<file path="src/odc_params.svh">
// Constants for the driver calibration and termination block
`ifndef ODC_PARAMS_SVH
`define ODC_PARAMS_SVH
// Register offsets (byte addresses)
`define ODC_REG_CTRL 8'h00
`define ODC_REG_STAT 8'h04
`define ODC_REG_EMR1 8'h08
// Control register bits
`define ODC_CTRL_TERM_BLOCK 0
`define ODC_CTRL_CAL_LOCK 1
// Extended register one address bit positions
`define ODC_A_REDUCED 1
`define ODC_A_RTT0 2
`define ODC_A_AL_LO 3
`define ODC_A_AL_HI 5
`define ODC_A_RTT1 6
`define ODC_A_OCD_LO 7
`define ODC_A_OCD_HI 9
`define ODC_A_DQSN_DIS 10
// Mode register bit positions for cas latency
`define ODC_A_CL_LO 4
`define ODC_A_CL_HI 6
// Reset values
`define ODC_CL_RST 3'h3
`define ODC_AL_RST 3'h0
`define ODC_EMR1_RST 13'h0000
// Nominal impedance after restore default, ohms
`define ODC_IMP_OHM 18
// Timing: clock period and delays in ns
`define ODC_CLK_NS 10
`define ODC_OIT_NS 12
`define ODC_MOD_MIN_NS 0
`define ODC_MOD_MAX_NS 12
// Least times round up, at least one cycle
`define ODC_OIT_CYC (((`ODC_OIT_NS + `ODC_CLK_NS - 1) / `ODC_CLK_NS) > 0 ? \
    ((`ODC_OIT_NS + `ODC_CLK_NS - 1) / `ODC_CLK_NS) : 1)
`define ODC_MOD_MIN_CYC (((`ODC_MOD_MIN_NS + `ODC_CLK_NS - 1) / `ODC_CLK_NS) > 0 ? \
    ((`ODC_MOD_MIN_NS + `ODC_CLK_NS - 1) / `ODC_CLK_NS) : 1)
// Longest time rounds down, at least one cycle
`define ODC_MOD_MAX_CYC ((`ODC_MOD_MAX_NS / `ODC_CLK_NS) > 0 ? (`ODC_MOD_MAX_NS / `ODC_CLK_NS) : 1)
`endif

</file>
<file path="src/odc_pkg.sv">
// Types shared by the calibration and termination block
`default_nettype none
package odc_pkg;
    // Calibration sequencer states, one-hot
    typedef enum logic [3:0] {
        ST_IDLE = 4'b0001,
        ST_DRIVE = 4'b0010,
        ST_ADJ_WAIT = 4'b0100,
        ST_ADJ_CAPT = 4'b1000
    } odc_state_t;
    // Calibration operation field codes
    typedef enum logic [2:0] {
        OP_EXIT = 3'h0,
        OP_DRIVE_HI = 3'h1,
        OP_DRIVE_LO = 3'h2,
        OP_ADJUST = 3'h4,
        OP_DEFAULT = 3'h7
    } odc_op_t;
    // Driver strength step
    typedef logic [3:0] odc_step_t;
endpackage
`default_nettype wire

</file>
<file path="src/odc_step_if.sv">
// Step request and step value between sequencer and counter
`default_nettype none
interface odc_step_if;
    import odc_pkg::*;
    logic inc;
    logic dec;
    logic load;
    odc_step_t load_val;
    odc_step_t step;
    modport ctl (output inc, output dec, output load, output load_val, input step);
    modport ctr (input inc, input dec, input load, input load_val, output step);
endinterface
`default_nettype wire

</file>
<file path="src/odc_step_ctr.sv">
// Saturating sixteen-step driver strength counter
`default_nettype none
module odc_step_ctr
    import odc_pkg::*;
#(
    parameter odc_step_t RST_STEP = 4'h8
)(
    input wire logic clk_i,
    input wire logic resetn_i,
    odc_step_if.ctr st
);
    import odc_pkg::*;

    // Step value, start point is a parameter, not assumed
    odc_step_t step_ff;
    odc_step_t nxt_step;

    // Load wins; inc or dec stop at the ends
    always_comb
    begin
        nxt_step = step_ff;
        if (st.load)
        begin
            nxt_step = st.load_val;
        end
        else if (st.inc && !st.dec && step_ff != 4'hf)
        begin
            nxt_step = step_ff + 4'h1;
        end
        else if (st.dec && !st.inc && step_ff != 4'h0)
        begin
            nxt_step = step_ff - 4'h1;
        end
    end

    // Step register
    always_ff @(posedge clk_i or negedge resetn_i)
    begin
        if (!resetn_i)
        begin
            step_ff <= RST_STEP;
        end
        else
        begin
            step_ff <= nxt_step;
        end
    end

    assign st.step = step_ff;
endmodule // odc_step_ctr
`default_nettype wire

</file>
<file path="src/odc_top.sv">
// Driver impedance calibration and on-die termination control
//
// Operation
// - Decode calibration field: exit, drive, adjust, default
// - Drive-high: data, strobe high; complement low
// - Drive-low: data, strobe low; complement high
// - Restore default gives nominal 18 ohm drivers
// - Calibration only at full strength drive
// - Decode adjust code into pull-up/pull-down steps
// - One strength setting for all lines
// - Step counter spans sixteen steps, saturates
// - Default step position is not assumed
// - Code bits in fixed order, any burst
// - Drivers on/off fixed delay after command
// - Termination per data, strobe, mask under pin
// - Complement strobe terminated only if enabled
// - Termination forced off in self refresh
// - Pin switches; register field picks resistor
// - New termination applied within update window
// - Termination selection from address bits 2, 6
//
// Added by the designer: the plain strobed port and the register addresses.
`include "odc_params.svh"
`default_nettype none
module odc_top
    import odc_pkg::*;
#(
    parameter int DQ_W = 16,
    parameter odc_step_t RST_STEP = 4'h8
)(
    input wire logic clk_i,
    input wire logic resetn_i,
    input wire logic cke_i,
    input wire logic cs_n_i,
    input wire logic ras_n_i,
    input wire logic cas_n_i,
    input wire logic we_n_i,
    input wire logic [2:0] ba_i,
    input wire logic [12:0] addr_i,
    input wire logic [DQ_W-1:0] dq_i,
    input wire logic on_die_termination_i,
    input wire logic self_refresh_i,
    output logic [DQ_W-1:0] dq_o,
    output logic dq_oe_o,
    output logic [1:0] dqs_o,
    output logic [1:0] dqs_n_o,
    output logic dqs_oe_o,
    output odc_pkg::odc_step_t pullup_step_o,
    output odc_pkg::odc_step_t pulldown_step_o,
    output logic cal_default_o,
    output logic [1:0] rtt_sel_o,
    output logic term_dq_en_o,
    output logic term_dqs_n_en_o,
    input wire logic [7:0] reg_addr_i,
    input wire logic [31:0] reg_wdata_i,
    input wire logic reg_wr_i,
    input wire logic reg_rd_i,
    output logic [31:0] reg_rdata_o
);
    import odc_pkg::*;

    localparam int OIT_A = `ODC_OIT_CYC;
    localparam int MOD_A = `ODC_MOD_MIN_CYC;
    localparam logic [3:0] OIT_CYC = 4'(`ODC_OIT_CYC);
    localparam logic [3:0] MOD_CYC = 4'(`ODC_MOD_MIN_CYC);
    localparam int SW = 23 + DQ_W;

    // Two-stage synchroniser for every pin input
    logic [SW-1:0] sync1_ff;
    logic [SW-1:0] sync2_ff;
    always_ff @(posedge clk_i or negedge resetn_i)
    begin
        if (!resetn_i)
        begin
            sync1_ff <= '0;
            sync2_ff <= '0;
        end
        else
        begin
            sync1_ff <= {cke_i, cs_n_i, ras_n_i, cas_n_i, we_n_i, ba_i, addr_i,
                         on_die_termination_i, self_refresh_i, dq_i};
            sync2_ff <= sync1_ff;
        end
    end

    // Synchronised pin views
    logic cke_s;
    logic [3:0] cmd_s;
    logic [2:0] ba_s;
    logic [12:0] a_s;
    logic odt_s;
    logic sref_s;
    logic [DQ_W-1:0] dq_s;
    assign {cke_s, cmd_s, ba_s, a_s, odt_s, sref_s, dq_s} = sync2_ff;

    // Mode register writes: all command lines low with clock enable
    logic mrs_any;
    logic mrs0;
    logic emr1_wr;
    odc_op_t op;
    assign mrs_any = cke_s && cmd_s == 4'h0;
    assign mrs0 = mrs_any && ba_s == 3'h0;
    assign emr1_wr = mrs_any && ba_s == 3'h1;
    assign op = odc_op_t'(a_s[`ODC_A_OCD_HI:`ODC_A_OCD_LO]);

    // Control register: blocks termination, locks out calibration
    logic [1:0] ctrl_ff;
    logic cal_lock;
    assign cal_lock = ctrl_ff[`ODC_CTRL_CAL_LOCK];

    // Calibration command strobes
    logic cal_cmd;
    logic drv_cmd;
    logic exit_cmd;
    logic adj_cmd;
    logic def_cmd;
    assign cal_cmd = emr1_wr && !cal_lock;
    assign drv_cmd = cal_cmd && (op == OP_DRIVE_HI || op == OP_DRIVE_LO);
    assign exit_cmd = cal_cmd && op == OP_EXIT;
    assign adj_cmd = cal_cmd && op == OP_ADJUST;
    assign def_cmd = cal_cmd && op == OP_DEFAULT;

    // Register fields that take effect at once
    logic [12:0] emr1_ff;
    logic [2:0] cl_ff;
    logic reduced;
    logic [2:0] al;
    logic dqsn_dis;
    assign reduced = emr1_ff[`ODC_A_REDUCED];
    assign al = emr1_ff[`ODC_A_AL_HI:`ODC_A_AL_LO];
    assign dqsn_dis = emr1_ff[`ODC_A_DQSN_DIS];
    always_ff @(posedge clk_i or negedge resetn_i)
    begin
        if (!resetn_i)
        begin
            emr1_ff <= `ODC_EMR1_RST;
            cl_ff <= `ODC_CL_RST;
        end
        else
        begin
            if (emr1_wr)
            begin
                emr1_ff <= a_s;
            end
            if (mrs0)
            begin
                cl_ff <= a_s[`ODC_A_CL_HI:`ODC_A_CL_LO];
            end
        end
    end

    // Sequencer state and adjust capture
    odc_state_t state_ff;
    logic [4:0] wait_ff;
    logic [1:0] beat_ff;
    logic [3:0] code_ff;
    logic adj_done_ff;
    logic [4:0] wl;
    // Code comes at additive plus cas minus one; additive is the value held
    assign wl = 5'(al) + 5'(cl_ff) - 5'h1;

    // Walks drive and adjust phases; a new calibration command restarts it
    always_ff @(posedge clk_i or negedge resetn_i)
    begin
        if (!resetn_i)
        begin
            state_ff <= ST_IDLE;
            wait_ff <= 5'h0;
            beat_ff <= 2'h0;
            code_ff <= 4'h0;
            adj_done_ff <= 1'b0;
        end
        else
        begin
            adj_done_ff <= 1'b0;
            if (drv_cmd)
            begin
                state_ff <= ST_DRIVE;
            end
            else if (exit_cmd || def_cmd)
            begin
                state_ff <= ST_IDLE;
            end
            else if (adj_cmd)
            begin
                state_ff <= ST_ADJ_WAIT;
                wait_ff <= 5'h1;
            end
            else
            begin
                unique case (state_ff)
                    ST_IDLE, ST_DRIVE:
                    begin
                        state_ff <= state_ff;
                    end
                    ST_ADJ_WAIT:
                    begin
                        // First bit time lands at the write latency
                        if (wait_ff >= wl)
                        begin
                            code_ff <= {code_ff[2:0], dq_s[0]};
                            beat_ff <= 2'h1;
                            state_ff <= ST_ADJ_CAPT;
                        end
                        else
                        begin
                            wait_ff <= wait_ff + 5'h1;
                        end
                    end
                    ST_ADJ_CAPT:
                    begin
                        // Fixed order: bit time zero ends up in code bit 3
                        code_ff <= {code_ff[2:0], dq_s[0]};
                        beat_ff <= beat_ff + 2'h1;
                        if (beat_ff == 2'h3)
                        begin
                            adj_done_ff <= 1'b1;
                            state_ff <= ST_IDLE;
                        end
                    end
                    default:
                    begin
                        state_ff <= ST_IDLE;
                    end
                endcase
            end
        end
    end

    // Adjust code decode; reserved codes step nothing
    logic up_inc;
    logic up_dec;
    logic dn_inc;
    logic dn_dec;
    always_comb
    begin
        {up_inc, up_dec, dn_inc, dn_dec} = 4'h0;
        unique case (code_ff)
            4'h1: {up_inc, up_dec, dn_inc, dn_dec} = 4'h8;
            4'h2: {up_inc, up_dec, dn_inc, dn_dec} = 4'h4;
            4'h4: {up_inc, up_dec, dn_inc, dn_dec} = 4'h2;
            4'h8: {up_inc, up_dec, dn_inc, dn_dec} = 4'h1;
            4'h5: {up_inc, up_dec, dn_inc, dn_dec} = 4'ha;
            4'h6: {up_inc, up_dec, dn_inc, dn_dec} = 4'h6;
            4'h9: {up_inc, up_dec, dn_inc, dn_dec} = 4'h9;
            4'ha: {up_inc, up_dec, dn_inc, dn_dec} = 4'h5;
            default: {up_inc, up_dec, dn_inc, dn_dec} = 4'h0;
        endcase
    end

    // One pull-up and one pull-down setting shared by all lines
    odc_step_if up_if ();
    odc_step_if dn_if ();
    logic step_go;
    assign step_go = adj_done_ff && !reduced;
    assign up_if.inc = step_go && up_inc;
    assign up_if.dec = step_go && up_dec;
    assign up_if.load = def_cmd;
    assign up_if.load_val = RST_STEP;
    assign dn_if.inc = step_go && dn_inc;
    assign dn_if.dec = step_go && dn_dec;
    assign dn_if.load = def_cmd;
    assign dn_if.load_val = RST_STEP;
    odc_step_ctr #(.RST_STEP(RST_STEP)) u_up (.clk_i(clk_i), .resetn_i(resetn_i), .st(up_if.ctr));
    odc_step_ctr #(.RST_STEP(RST_STEP)) u_dn (.clk_i(clk_i), .resetn_i(resetn_i), .st(dn_if.ctr));
    assign pullup_step_o = up_if.step;
    assign pulldown_step_o = dn_if.step;

    // Default characteristics hold until adjust is used or strength drops
    logic def_ff;
    always_ff @(posedge clk_i or negedge resetn_i)
    begin
        if (!resetn_i)
        begin
            def_ff <= 1'b0;
            cal_default_o <= 1'b0;
        end
        else
        begin
            if (def_cmd)
            begin
                def_ff <= 1'b1;
            end
            else if (adj_cmd)
            begin
                def_ff <= 1'b0;
            end
            cal_default_o <= (def_ff || def_cmd) && !adj_cmd && !reduced;
        end
    end

    // Drive mode pins change one fixed delay after entry or exit
    logic [1:0] drv_pend_ff;
    logic [3:0] oit_ff;
    always_ff @(posedge clk_i or negedge resetn_i)
    begin
        if (!resetn_i)
        begin
            drv_pend_ff <= 2'h0;
            oit_ff <= 4'h0;
            dq_o <= '0;
            dq_oe_o <= 1'b0;
            dqs_o <= 2'h0;
            dqs_n_o <= 2'h0;
            dqs_oe_o <= 1'b0;
        end
        else
        begin
            if (drv_cmd || (exit_cmd && state_ff == ST_DRIVE))
            begin
                drv_pend_ff <= drv_cmd ? {op == OP_DRIVE_LO, op == OP_DRIVE_HI} : 2'h0;
                oit_ff <= OIT_CYC;
            end
            else if (oit_ff != 4'h0)
            begin
                oit_ff <= oit_ff - 4'h1;
                if (oit_ff == 4'h1)
                begin
                    dq_oe_o <= drv_pend_ff != 2'h0;
                    dqs_oe_o <= drv_pend_ff != 2'h0;
                    dq_o <= {DQ_W{drv_pend_ff[0]}};
                    dqs_o <= {2{drv_pend_ff[0]}};
                    dqs_n_o <= {2{drv_pend_ff[1]}};
                end
            end
        end
    end

    // Termination selection waits out the update window
    logic [1:0] rtt_new_ff;
    logic rtt_pend_ff;
    logic [3:0] mod_ff;
    logic [1:0] rtt_wr;
    assign rtt_wr = {a_s[`ODC_A_RTT1], a_s[`ODC_A_RTT0]};
    always_ff @(posedge clk_i or negedge resetn_i)
    begin
        if (!resetn_i)
        begin
            rtt_new_ff <= 2'h0;
            rtt_pend_ff <= 1'b0;
            mod_ff <= 4'h0;
            rtt_sel_o <= 2'h0;
        end
        else if (emr1_wr && rtt_wr != rtt_sel_o)
        begin
            rtt_new_ff <= rtt_wr;
            rtt_pend_ff <= 1'b1;
            mod_ff <= MOD_CYC;
        end
        else if (rtt_pend_ff)
        begin
            mod_ff <= mod_ff - 4'h1;
            if (mod_ff <= 4'h1)
            begin
                rtt_sel_o <= rtt_new_ff;
                rtt_pend_ff <= 1'b0;
            end
        end
    end

    // Pin closes the switch; off in self refresh or when blocked
    logic term_on;
    assign term_on = odt_s && !sref_s && rtt_sel_o != 2'h0 && !ctrl_ff[`ODC_CTRL_TERM_BLOCK];
    always_ff @(posedge clk_i or negedge resetn_i)
    begin
        if (!resetn_i)
        begin
            term_dq_en_o <= 1'b0;
            term_dqs_n_en_o <= 1'b0;
        end
        else
        begin
            term_dq_en_o <= term_on;
            term_dqs_n_en_o <= term_on && !dqsn_dis;
        end
    end

    // Register bus writes
    always_ff @(posedge clk_i or negedge resetn_i)
    begin
        if (!resetn_i)
        begin
            ctrl_ff <= 2'h0;
        end
        else if (reg_wr_i && reg_addr_i == `ODC_REG_CTRL)
        begin
            ctrl_ff <= reg_wdata_i[1:0];
        end
    end

    // Register bus reads, answer one cycle later; unmapped reads zero
    logic [31:0] nxt_rdata;
    always_comb
    begin
        nxt_rdata = 32'h0;
        if (reg_rd_i)
        begin
            unique case (reg_addr_i)
                `ODC_REG_CTRL: nxt_rdata = {30'h0, ctrl_ff};
                `ODC_REG_STAT: nxt_rdata = {8'h0, 8'(`ODC_IMP_OHM), state_ff, dq_oe_o, cal_default_o,
                                            rtt_sel_o, pulldown_step_o, pullup_step_o};
                `ODC_REG_EMR1: nxt_rdata = {19'h0, emr1_ff};
                default: nxt_rdata = 32'h0;
            endcase
        end
    end
    always_ff @(posedge clk_i or negedge resetn_i)
    begin
        if (!resetn_i)
        begin
            reg_rdata_o <= 32'h0;
        end
        else
        begin
            reg_rdata_o <= nxt_rdata;
        end
    end
endmodule // odc_top
`default_nettype wire

</file>
<file path="config.mk">
export PLATFORM = sky130hd
export DESIGN_NAME = odc_top
export DESIGN_NICKNAME = d
export VERILOG_FILES = /design/src/odc_pkg.sv /design/src/odc_step_if.sv /design/src/odc_step_ctr.sv /design/src/odc_top.sv
export VERILOG_INCLUDE_DIRS = /design/src /design/src/src
export SDC_FILE = /design/constraint.sdc
export NUM_CORES = 1
export LEC_CHECK = 0
export ABC_CLOCK_PERIOD_IN_PS = 4850
export BUFFER_PORTS_ARGS = -buffer_cell sky130_fd_sc_hd__buf_4
export CORE_MARGIN = 4
export CORE_UTILIZATION = 57
export CTS_CLUSTER_SIZE = 24
export DETAILED_ROUTE_END_ITERATION = 8
export HOLD_SLACK_MARGIN = 0.02
export PLACE_DENSITY = 0.85
export SYNTH_ARGS = -nofsm -noshare
export SYNTH_HDL_FRONTEND = slang
export SYNTH_SLANG_ARGS = --single-unit
</file>
<file path="constraint.sdc">
create_clock -name clk_i -period 4.85 [get_ports clk_i]
set_clock_uncertainty 0.1 [all_clocks]
set_input_delay 0 -clock clk_i [delete_from_list [all_inputs] [get_ports clk_i]]
set_output_delay 0 -clock clk_i [all_outputs]
set_load 0.01 [all_outputs]
</file>
; Word level (Yosys, flattened, before mapping)
; Memories as Yosys holds them, arrays and structs flattened.
; Cells that the tools add are included.
[word_totals]
register_bits = 175
rom_bits = 64
in_bits = 83
n_memories = 1
[memory_table]
columns = name, depth, word_bits, rd, rd_clocked_by_memory_dff, wr, line
row1 = (name not given), 16, 4, 1, 0, 0, odc_top.sv:238  ; unique case (code_ff)
[classes]
addsub = 10
magnitude_cmp = 2
eq_ne = 21
n_mux = 36
bitwise = 5
n_reduce_logical = 66
[ops]
columns = op, n
row1 = $mux 4, 16
row2 = $pmux 21 s3, 1
row3 = $logic_and 1x1->1, 30
row4 = $mux 21, 1
row5 = $sub 4x1->4 const B, 4
row6 = $mux 5, 3
row7 = $reduce_bool 2->1, 7
row8 = $ne 4x4->1 const B, 3
row9 = $pmux 4 s3, 1
row10 = $reduce_bool 4->1, 3
row11 = $logic_not 1->1, 10
row12 = $mux 1, 10
row13 = $ne 5x5->1 const B, 2
row14 = $reduce_and 3->1, 3
row15 = $add 4x1->4 const B, 2
row16 = $eq 4x1->1 const B, 2
row17 = $eq 8x3->1 const B, 1
row18 = $eq 8x4->1 const B, 1
row19 = $logic_not 8->1, 1
row20 = $pmux 4 s2, 1
row21 = $eq 3x1->1 const B, 2
row22 = $eq 3x3->1 const B, 2
row23 = $logic_not 3->1, 2
row24 = $reduce_bool 3->1, 2
row25 = 21 further kinds, 30

; Depth between registers and ports, before layout
; Gate-level depths: netlist of run 1.
[depth]
ltp_word = 9
depth_mapped = 12

; Hierarchy
; Synthesis of run 1 repeated with hierarchy kept, for this count alone.
[unflattened]
hier_cells = 487
area_unflattened_um2 = 5793.1
[by_module_without_submodules]
columns = module, instances, cells_per_inst, area_per_inst_um2, seq_area_each_um2
row1 = odc_top, 1, 421, 5129.9, 3031.7
row2 = odc_step_ctr, 2, 33, 331.6, 101.3

; Worst setup path after synthesis of run 1
; No wires, ideal clock.
[synth_path]
path_type = reg2reg
startpoint = register cl_ff[1]
endpoint = register beat_ff[0]
setup_ns = 0.125
arrival_ns = 3.088
required_time_ns = 4.625
setup_slack_ns = 1.538
stages_incl_launch_ff = 13
n_path_buf = 0
cell_sequence = dfstp_2 > inv_1 > ha_1 > inv_1 > ha_1 > fa_1 > xnor2_1 > ha_1 > and3_1 > a221oi_1 > o21ai_0 > nand4b_4 > mux2_2
[synth_between]
elab_chain_cells = 5
[synth_rtl]
columns = element, line
row1 = start: declaration, odc_top.sv:125  ; logic [2:0] cl_ff;
row2 = start signal: assignment, odc_top.sv:137  ; cl_ff <= `ODC_CL_RST;
row3 = start signal: assignment, odc_top.sv:147  ; cl_ff <= a_s[`ODC_A_CL_HI:`ODC_A_CL_LO];
row4 = $add 3x3->4, odc_top.sv:160  ; assign wl = 5'(al) + 5'(cl_ff) - 5'h1;
row5 = $sub 4x1->5, odc_top.sv:160
row6 = $ge 5x5->1, odc_top.sv:199  ; if (wait_ff >= wl)
row7 = $ne 2x2->1 (no source line), --
row8 = $reduce_and 5->1 (no source line), --
row9 = end signal: assignment, odc_top.sv:214  ; beat_ff <= beat_ff + 2'h1;
row10 = end: declaration, odc_top.sv:155  ; logic [1:0] beat_ff;
; No other way between the ends.
; A chain may end at the register's enable or synchronous reset.

; Worst setup path after layout of run 1
[layout_path]
startpoint = register cl_ff[1]
endpoint = register code_ff[2]
[layout_between]
elab_chain_cells = 5
[layout_rtl]
columns = element, line
row1 = $add 3x3->4, odc_top.sv:160
row2 = $sub 4x1->5, odc_top.sv:160
row3 = $ge 5x5->1, odc_top.sv:199
row4 = $ne 2x2->1 (no source line), --
row5 = $reduce_and 5->1 (no source line), --
row6 = end signal: assignment, odc_top.sv:201  ; code_ff <= {code_ff[2:0], dq_s[0]};
row7 = end signal: assignment, odc_top.sv:213  ; code_ff <= {code_ff[2:0], dq_s[0]};
row8 = end: declaration, odc_top.sv:156  ; logic [3:0] code_ff;
; No other way between the ends.

==> metrics, run 1 <==
status=completed; prevailing post-synth register cell=dfrtp_1; Worst setup EP type=flip-flop; Hold WC Path Type=input port to flip-flop; Synth cell types=55; Worst setup SP type=flip-flop; dpl hpwl=7574 um; Pre-antenna DRT Iters=5; #FFs+latches synth=roughly 130; RSZ-0062 raised after global routing=no; initial antenna violation count=0; Die Wd=107.6 um; largest net degree at the start of global routing=between 70 and 80; Synth area leaders=dfrtp_1 55%, mux2_2 5.6%, ha_1 4.9%, buf_4 4.7%, nor2_1 2.9%; number of synthesized flops with an enable pin=0; most common cell in the netlist=dfrtp_1; Worst-Skew Late Latency=0.53 ns; cts repair resizes=0; Clock transition at path regs=approximately 0.06 ns; nets@finish=about 700; Initial Utilization=0.5806; Die Span Y=107.6 um; CTS tree=yes; sequential area share after synthesis=0.5725; Synth top cells by count=124 x dfrtp_1, 43 x nor2_1, 35 x buf_4; FMAX=0.2661 GHz; crit-path max FO=6; post-CTS setup buffer count=0; GP Congestion=approximately 0.9; Synth Area per Inst=roughly 12 um2; Yosys top cell by area=dfrtp_1; Max-cap violations=0; worst path required time=just over 5 ns; # diodes=0; Pwr Density=396.7 nW/um2; VDD IR-drop max=a little under 0.3 mV; slowest stage delay, CP=about 0.53 ns; Syn Std Cell Area=5649 um2; FF-to-FF path depth=12; Yosys top cell area share=0.5493; first-pass GRT wire length=a little over 20000 um; First DRT Iteration DRCs=287; core box area=just under 10000 um2; I/O Buffers=90; Final Max Tran Viols=0; Worst Tran Pin Value=0.9015 ns; Crit-path slowest cell=dfstp_2; Hold Violations, Final=0; post-DR vias/cell=5.386; Remaining DRCs=0; leak pwr=between 3 and 4 nW; FP Rows=36; Tot GR Track Use=0.2336; ratio of cells with drive above 1 in the final layout=0.2649; cell count after synthesis=470; Post-DRT Antenna Nets=0; WHS Path Cells=2; fin util=0.7623; r2r setup slk=roughly 1.1 ns; CP arrival=4.07 ns; CP Class=flip-flop to flip-flop; Tmin final=roughly 3.8 ns; Avg WL per Cell=roughly 17 um; clock buffer depth=2; vias=a little over 4000; r2r startpoint=cl_ff[1]; number of global-route vias before repair=4142; Slew Limit Headroom=0.3990; final setup violation count=0; root buffer cell=clkbuf_8; Placement Cell Area=roughly 6300 um2; design area=~7400 um2; Async SR Flop Fraction=1.000; final critical-path share of the clock period=0.7750; Synth warnings=0; I/O Pins=150; min-delay src=dq_i[0]; Die ar.=approximately 12000 um2; final setup TNS=0 ns; hold worst-path end=sync1_ff[0]; CTS Buf Count=17; reg-to-reg endpoint=code_ff[2]; Post-CTS Hold Buffers=53; cells along the critical path=inv_1 > ha_1 > inv_1 > ha_1 > fa_1 > inv_1 > ha_1 > a21o_1 > a221oi_1 > o21ai_0 > nand4b_4 > mux2_2; Overflow after GRT=0; P&R area growth vs syn=31.30%; CTS HTree Levels=4; Routed WL=between 10000 and 15000 um; Sink Count=129
where the power goes:
group	total [W]	switching, W	internal (W)	leakage [nW]
combinational	0.000429	0.000206	0.000223	1.73
sequential	0.00122	0.0000712	0.00115	1.62
clock	0.00129	0.000535	0.000759	0.295
total	0.00294	0.000812	0.00213	3.65
registers in the layout (all words and copies together) (netlist names), 2 cells and up:
| signal | cells |
|---|---|
| sync1_ff | 24 |
| sync2_ff | 24 |
| reg_rdata_o | 17 |
| emr1_ff | 13 |
| wait_ff | 5 |
| code_ff | 4 |
| mod_ff | 4 |
| oit_ff | 4 |
| state_ff | 4 |
| u_dn.st.step | 4 |
| u_up.st.step | 4 |
| cl_ff | 3 |
| beat_ff | 2 |
| ctrl_ff | 2 |
| drv_pend_ff | 2 |
| rtt_new_ff | 2 |
| rtt_sel_o | 2 |
worst max-delay path: cells and delay by family, from the launching register on:
family	cells	cell delay, ns
AOI/OAI and AO/OA	3	0.94
buffers and inverters	3	0.17
adders and majority gates	4	1.28
and+or+nand+nor	1	0.25
DFF	1	0.53
muxes	1	0.36
how the worst max path moves through the flow:
stage / from / end / slack, ns / cells past startpoint
2_1_floorplan: cl_ff[1] / beat_ff[0] / 1.54 / 12
3_3_place_gp: cl_ff[1] / code_ff[1] / 1.28 / 12
3_5_place_dp: cl_ff[1] / code_ff[2] / 1.22 / 12
4_1_cts: cl_ff[1] / code_ff[2] / 1.16 / 12
5_1_grt: cl_ff[1] / code_ff[2] / 0.95 / 12
6_report: cl_ff[1] / code_ff[2] / 1.09 / 12
through the flow:
| step | worst slack [ns] | hold slack (ns) | std cells | power, W |
|---|---|---|---|---|
| 3_5_place_dp | 1.221 | 0.01060 | 665 | 0.001622 |
| 3_3_place_gp | 1.283 | 0.009100 | 665 | 0.001587 |
| 4_1_cts | 1.156 | 0.02057 | 750 | 0.002939 |
| 6_report | 1.091 | 0.02984 | 752 | 0.002942 |
| 2_1_floorplan | 1.538 | -0.3956 | 483 | 0.001501 |
| 5_1_grt | 0.9480 | 0.03485 | 752 | 0.003057 |
routing by layer:
metal | up-vias | routed length (um) | global-route usage | part of all wire
li1 | 1843 | - | - | -
met1 | 2005 | 5063 | 0.2783 | 0.40
met2 | 161 | 6578 | 0.4010 | 0.52
met3 | 41 | 690 | 0.06359 | 0.054
met4 | 0 | 365 | 0.09468 | 0.029
met5 | - | 0 | 0 | 0
cells by family after synthesis:
| logic type | count (synthesis) | share of synthesized area |
|---|---|---|
| xor gates and xnor gates | 15 | 0.02325 |
| buffers and inverters | 76 | 0.07375 |
| muxes | 40 | 0.07752 |
| AOI/OAI and AO/OA | 57 | 0.06844 |
| other | 1 | 0.0006638 |
| and+or+nand+nor | 127 | 0.1245 |
| adders and majority gates | 25 | 0.05936 |
| DFF | 129 | 0.5725 |
cell usage in the layout (no fill, tap or decap), types with 11 or more instances in the layout:
| cell | count |
|---|---|
| xnor2_1 | 11 |
| nand2_1 | 19 |
| clkbuf_16 | 16 |
| a22oi_1 | 11 |
| mux2_2 | 28 |
| inv_1 | 32 |
| buf_4 | 92 |
| o21ai_0 | 11 |
| dfrtp_1 | 124 |
| ha_1 | 22 |
| conb_1 | 14 |
| nor2_1 | 43 |
| dlygate4sd3_1 | 55 |
area by class of cell:
type                            count  area, um2
Tap cell                          133      166.4
Multi-Input combinational cell    278       2047
Inverter                           33      123.9
Sequential cell                   129       3234
Clock inverter                     15      190.2
Fill cell                         595       2312
Timing Repair Buffer              147       1241
Clock buffer                       17      414.1
(Power assumes the default switching activity.)
==> run 2: changes to the inputs <==
--- a/config.mk
+++ b/config.mk
@@ -6,14 +6,14 @@
 export SDC_FILE = /design/constraint.sdc
 export NUM_CORES = 1
 export LEC_CHECK = 0
-export ABC_CLOCK_PERIOD_IN_PS = 4850
+export ABC_CLOCK_PERIOD_IN_PS = 3800
 export BUFFER_PORTS_ARGS = -buffer_cell sky130_fd_sc_hd__buf_4
 export CORE_MARGIN = 4
-export CORE_UTILIZATION = 57
+export CORE_UTILIZATION = 53
 export CTS_CLUSTER_SIZE = 24
 export DETAILED_ROUTE_END_ITERATION = 8
 export HOLD_SLACK_MARGIN = 0.02
-export PLACE_DENSITY = 0.85
+export PLACE_DENSITY = 0.8
 export SYNTH_ARGS = -nofsm -noshare
 export SYNTH_HDL_FRONTEND = slang
 export SYNTH_SLANG_ARGS = --single-unit
==> constraint.sdc (replaced) <==
create_clock -name clk_i -period 3.8 [get_ports clk_i]
set_clock_uncertainty 0.1 [all_clocks]
set_input_delay 0 -clock clk_i [delete_from_list [all_inputs] [get_ports clk_i]]
set_output_delay 0 -clock clk_i [all_outputs]
set_load 0.01 [all_outputs]
==> run 2 against run 1 <==
Compared with the run above: hold slack worse by 0.0060 ns; register-to-register slack got worse by 0.87 ns; sequential power grew 27%; maximum frequency increased by 5.0%; final area down 0.88%; global-route usage decreased by 3.6 points; combinational power is 23% higher; setup slack worse by 0.87 ns; critical path depth is the same; largest cell class unchanged.
==> metrics, run 2 (synthesis results as in run 1) <==
status=completed; Post-Layout Cell Count=752 (unchanged); Pwr Density=485.2 nW/um2 (+22%); Overflow after GRT=0 (unchanged); Avg WL per Cell=15.37 um (-9.0%); most common cell after layout, fill and taps aside=dfrtp_1; post-DR vias/cell=5.201 (-3.4%); Slew Limit Headroom=0.4417 (+0.04270); post-CTS setup buffer count=0 (unchanged); Post-DRT Antenna Nets=0 (unchanged); I/O Pins=150 (unchanged); FMAX=0.2792 GHz (+5.0%); VDD IR-drop max=0.2404 mV (-19%); largest net degree at the start of global routing=130 (+69%); Reg area=3234 um2 (unchanged); final setup violation count=0 (unchanged); CP arrival=3.91 ns (-0.16 ns); root buffer cell=clkbuf_8; dpl hpwl=7443 um (-1.7%); RSZ-0062 raised after global routing=no; I/O Buffers=90 (unchanged); number of fill cells=707 (+19%); Die Wd=111.2 um (+3.4%); Hold Violations, Final=0 (unchanged); leak pwr=3.622 nW (-0.76%); Final Max Tran Viols=0 (unchanged); core box area=10370 um2 (+6.6%); clock buffer depth=2 (unchanged); Worst-Skew Late Latency=0.52 ns (about the same); Pre-antenna DRT Iters=6 (+1); First DRT Iteration DRCs=192 (-33%); Critical path origin=cl_ff[1]; Cells after DPL=669 (+0.60%); most frequent cells in the layout=124 x dfrtp_1, 92 x buf_4, 51 x dlygate4sd3_1; # diodes=0 (unchanged); Worst setup SP type=flip-flop; crit-path max FO=4 (-2); Remaining DRCs=0 (unchanged); Die Span Y=111.2 um (+3.4%); Initial Utilization=0.5448 (-0.03587); registers with the most flip-flops=sync1_ff: 24 flops, sync2_ff: 24 flops, reg_rdata_o: 17 flops; Multi-input gate area=2053 um2 (+0.31%); CTS HTree Levels=4 (unchanged); final critical-path share of the clock period=0.9424 (+0.1675); Tot GR Track Use=0.1974 (-0.03616); Worst Tran Pin Value=0.8259 ns (-0.07569 ns); FP Rows=37 (+2.8%); P&R area growth vs syn=30.14%; worst path required time=4.13 ns (-1.03 ns); vias=3911 (-3.4%); nets@finish=711 (-0.42%); Hold WC Path Type=input port to async pin; Routed WL=11560 um (-9.0%); CP Class=flip-flop to flip-flop; Die ar.=12370 um2 (+7.0%); ratio of cells with drive above 1 in the final layout=0.2679 (+0.002914); Worst setup EP type=flip-flop; final setup TNS=0 ns (unchanged); number of global-route vias before repair=4052 (-2.2%); Sink Count=129 (unchanged); r2r startpoint=cl_ff[1]; initial antenna violation count=0 (unchanged); Clock transition at path regs=0.06 ns (about the same); first-pass GRT wire length=19560 um (-5.2%); Tmin final=3.581 ns (-0.1774 ns); Max-cap violations=0 (unchanged); CTS Buf Count=17 (unchanged); CTS tree=yes; GP Congestion=0.9118 (+0.18%)
run 2: cell types whose count changed in the layout (fill, tap and decap cells not counted):
| cell | before | now |
|---|---|---|
| bufinv_16 | 2 | 1 |
| a221oi_2 | 0 | 1 |
| clkinv_8 | 1 | 0 |
| buf_12 | 0 | 1 |
| clkinv_4 | 2 | 4 |
| clkbuf_1 | 0 | 1 |
| dlygate4sd3_1 | 55 | 51 |
| a221oi_1 | 2 | 1 |
| clkinv_2 | 0 | 3 |
| inv_8 | 4 | 0 |
run 2: power breakdown:
group	switching [W]	internal, W
Clock	0.000612	0.000876
Sequential	0.0000875	0.00147
Combinational	0.000245	0.000280
Total	0.000945	0.00262
run 2: final timing paths:
kind,end,slack (ns),cells past startpoint
max,wait_ff[3],0.22,12
min,code_ff[1],0.02,3
max reg2reg,wait_ff[3],0.22,12
min reg2reg,sync2_ff[27],0.25,0
max in group asynchronous,wait_ff[2],3.09,3
min in group clk_i,sync1_ff[30],0.04,2
run 2: cell type report:
| cell class | count | area share |
|---|---|---|
| Clock buffer | 18 | 0.05684 |
| Clock inverter | 14 | 0.01787 |
| Inverter | 33 | 0.01685 |
| Multi-Input combinational cell | 278 | 0.2793 |
| Sequential cell | 129 | 0.4399 |
| Tap cell | 136 | 0.02314 |
| Timing Repair Buffer | 144 | 0.1661 |
run 2: critical path: stages, from the launching register on:
cell	delay (ns)
dfstp_2	0.52
inv_1	0.04
ha_1	0.26
inv_1	0.05
ha_1	0.20
fa_1	0.38
xnor2_1	0.21
ha_1	0.29
and3_1	0.22
a221oi_2	0.36
o221ai_1	0.30
a31oi_1	0.34
mux2i_1	0.23
run 2: per-layer routing:
| metal | global-route usage | vias up | part of all wire |
|---|---|---|---|
| met1 | 0.2359 | 1903 | 0.39 |
| li1 | - | 1838 | - |
| met5 | 0 | - | 0 |
| met2 | 0.3402 | 140 | 0.53 |
| met4 | 0.08516 | 0 | 0.024 |
| met3 | 0.04749 | 30 | 0.056 |
run 2: through the flow:
stage,area (um2),util,hold slack (ns),power [W],setup slack (ns)
after floorplan,5698,-,-0.3956,0.001915,0.4875
after global placement,6286,0.6062,0.009521,0.002031,0.3135
after detailed placement,6286,0.6062,0.01060,0.002065,0.1860
after CTS,7346,0.7084,0.02064,0.003602,0.05541
after global routing,7352,0.7090,0.02306,0.003736,0.03693
final,7352,0.7090,0.02387,0.003567,0.2187
run 2: what timing repair did:
item / in CTS / in global routing
resized for setup: 0 / 1
hold buffers: 51 / 0
endpoints found under the hold margin: 172 / 0
setup endpoints to repair: 0 / 11
==> run 3: changes to the inputs <==
--- a/config.mk
+++ b/config.mk
@@ -6,14 +6,14 @@
 export SDC_FILE = /design/constraint.sdc
 export NUM_CORES = 1
 export LEC_CHECK = 0
-export ABC_CLOCK_PERIOD_IN_PS = 3800
+export ABC_CLOCK_PERIOD_IN_PS = 4600
 export BUFFER_PORTS_ARGS = -buffer_cell sky130_fd_sc_hd__buf_4
 export CORE_MARGIN = 4
-export CORE_UTILIZATION = 53
+export CORE_UTILIZATION = 57
 export CTS_CLUSTER_SIZE = 24
 export DETAILED_ROUTE_END_ITERATION = 8
 export HOLD_SLACK_MARGIN = 0.02
-export PLACE_DENSITY = 0.8
+export PLACE_DENSITY = 0.85
 export SYNTH_ARGS = -nofsm -noshare
 export SYNTH_HDL_FRONTEND = slang
 export SYNTH_SLANG_ARGS = --single-unit
==> constraint.sdc (replaced) <==
create_clock -name clk_i -period 4.6 [get_ports clk_i]
set_clock_uncertainty 0.1 [all_clocks]
set_input_delay 0 -clock clk_i [delete_from_list [all_inputs] [get_ports clk_i]]
set_output_delay 0 -clock clk_i [all_outputs]
set_load 0.01 [all_outputs]
==> run 3 against run 2 <==
Compared with the run above: clock-buffer cell count grew 1; combinational power shrank 16%; critical path depth is the same; clock power shrank 6%; register-to-register slack gained 0.59 ns; final cell count shrank 0.13%; sequential share of layout area shrank 0.42 points.
==> metrics, run 3 (synthesis results as in run 1) <==
Die Span Y=107.6 um (-3.3%); slowest stage delay, CP=0.53 ns (about the same); registers with the most flip-flops=sync1_ff: 24 flops, sync2_ff: 24 flops, reg_rdata_o: 17 flops; # diodes=0 (unchanged); ratio of cells with drive above 1 in the final layout=0.2621 (-0.005721); Max-cap violations=0 (unchanged); largest net degree at the start of global routing=89 (-32%); Pwr Density=421.6 nW/um2 (-13%); Remaining DRCs=0 (unchanged); nets@finish=713 (+0.28%); post-CTS setup buffer count=0 (unchanged); I/O Buffers=90 (unchanged); Die ar.=11570 um2 (-6.5%); Die Wd=107.6 um (-3.3%); pre-CTS setup slack=0.9172 ns (+0.7312 ns); VDD IR-drop max=0.2872 mV (+19%); status=completed; Critical path origin=cl_ff[1]; core box area=9729 um2 (-6.2%); worst setup margin=0.8111 ns (+0.5924 ns); Tot GR Track Use=0.2279 (+0.03047); RSZ-0062 raised after global routing=no; Slew Limit Headroom=0.3135 (-0.1282); final setup violation count=0 (unchanged); Routed WL=12290 um (+6.4%); CTS Buf Count=17 (unchanged); Worst setup SP type=flip-flop; Clock transition at path regs=0.06 ns (about the same); Sink Count=129 (unchanged); FMAX=0.2639 GHz (-5.5%); post-DR vias/cell=5.377 (+3.4%); cells along the critical path=inv_1 > ha_1 > inv_1 > ha_1 > fa_1 > inv_1 > ha_1 > a21o_1 > a221oi_1 > o21ai_0 > nand4b_4 > mux2_2; FP Rows=36 (-2.7%); first-pass GRT wire length=20110 um (+2.8%); Crit-path slowest cell=dfstp_2; First DRT Iteration DRCs=256 (+33%); CP delay by family, top=adder cells; hold slack=0.02393 ns (+0.00005680 ns); CP Class=flip-flop to flip-flop; Pre-antenna DRT Iters=5 (-1); CTS HTree Levels=4 (unchanged); dpl hpwl=7411 um (-0.43%); Hold WC Path Type=input port to flip-flop; Tmin final=3.789 ns (+0.2076 ns); Post-DRT Antenna Nets=0 (unchanged); final critical-path share of the clock period=0.8237 (-0.1188); Cells after DPL=665 (-0.60%); final setup TNS=0 ns (unchanged); Worst-Skew Late Latency=0.53 ns (about the same); vias=4038 (+3.2%); most common cell after layout, fill and taps aside=dfrtp_1; initial antenna violation count=0 (unchanged); Hold Violations, Final=0 (unchanged); Overflow after GRT=0 (unchanged); most frequent cells in the layout=124 x dfrtp_1, 92 x buf_4, 54 x dlygate4sd3_1; I/O Pins=150 (unchanged); r2r startpoint=cl_ff[1]; number of fill cells=611 (-14%); leak pwr=3.649 nW (+0.73%); Final Max Tran Viols=0 (unchanged); Placement Cell Area=6262 um2 (-0.38%); Initial Utilization=0.5806 (+0.03587); P&R area growth vs syn=31.41%; CTS tree=yes; number of global-route vias before repair=4216 (+4.0%); design area=7423 um2 (+0.97%); crit-path max FO=6 (+2); worst path required time=4.91 ns (+0.78 ns); min-delay src=addr_i[10]; Worst setup EP type=flip-flop; Avg WL per Cell=16.36 um (+6.5%); Post-Layout Cell Count=751 (-0.13%); root buffer cell=clkbuf_8; clock buffer depth=2 (unchanged); GP Congestion=0.8764 (-3.9%); CP arrival=4.09 ns (+0.18 ns); Worst Tran Pin Value=1.030 ns (+0.2040 ns); Buf+Inv Stages, Crit Path=3 (+1)
## run 3: cell types whose count changed in the layout (fill, tap and decap cells not counted), sizes merged
cell / previous run / this run
clkinv: 8 / 3
bufinv: 1 / 4
dlygate4sd3: 51 / 54
buf: 93 / 92
clkbuf: 18 / 19
clkinvlp: 1 / 2
## run 3: final timing paths
kind,endpoint,slack (ns),cells after the start
max reg2reg,code_ff[2],0.81,12
min reg2reg,sync2_ff[21],0.24,0
min in group asynchronous,u_up.st.step[0],0.09,2
max in group asynchronous,u_dn.st.step[3],3.14,3
max,code_ff[2],0.81,12
min,sync1_ff[28],0.02,2
## run 3: metrics by stage
step | util | power [W]
2_1_floorplan | - | 0.001582
3_3_place_gp | 0.6436 | 0.001674
3_5_place_dp | 0.6436 | 0.001705
4_1_cts | 0.7630 | 0.003135
5_1_grt | 0.7630 | 0.003252
6_report | 0.7630 | 0.003130
## run 3: worst reg2reg max path, stage by stage, from the launching register on
cell      delay [ns]
dfstp_2         0.53
inv_1           0.04
ha_1            0.26
inv_1           0.07
ha_1            0.24
fa_1            0.49
inv_1           0.07
ha_1            0.31
a21o_1          0.17
a221oi_1        0.44
o21ai_0         0.36
nand4b_4        0.25
mux2_2          0.35
## run 3: what timing repair did
item                                   CTS  global route
gates resized for setup                  0             0
setup endpoints to repair                0             0
hold buffers                            54             0
endpoints found under the hold margin  125             0
## run 3: layout make-up
class	count	area (um2)	share of cell area
clock buffers	19	421.7	0.05680
repair buffers	146	1231	0.1659
inverters	33	123.9	0.01669
flip-flops and latches	129	3234	0.4357
clock inverters	13	198.9	0.02680
well taps	133	166.4	0.02242
multi-input cells	278	2047	0.2757
## run 3: where the power goes
| group | internal (W) | leakage (nW) | switching [W] |
|---|---|---|---|
| registers | 0.00121 | 1.62 | 0.0000736 |
| clock network | 0.000892 | 0.296 | 0.000511 |
| logic | 0.000232 | 1.73 | 0.000210 |
## run 3: layer usage
metal,up-vias,GRT usage,wire (um)
met5,-,0,0
met4,0,0.1217,478
met3,47,0.05219,730
met2,179,0.3832,6374
met1,1975,0.2722,4704
li1,1837,-,-
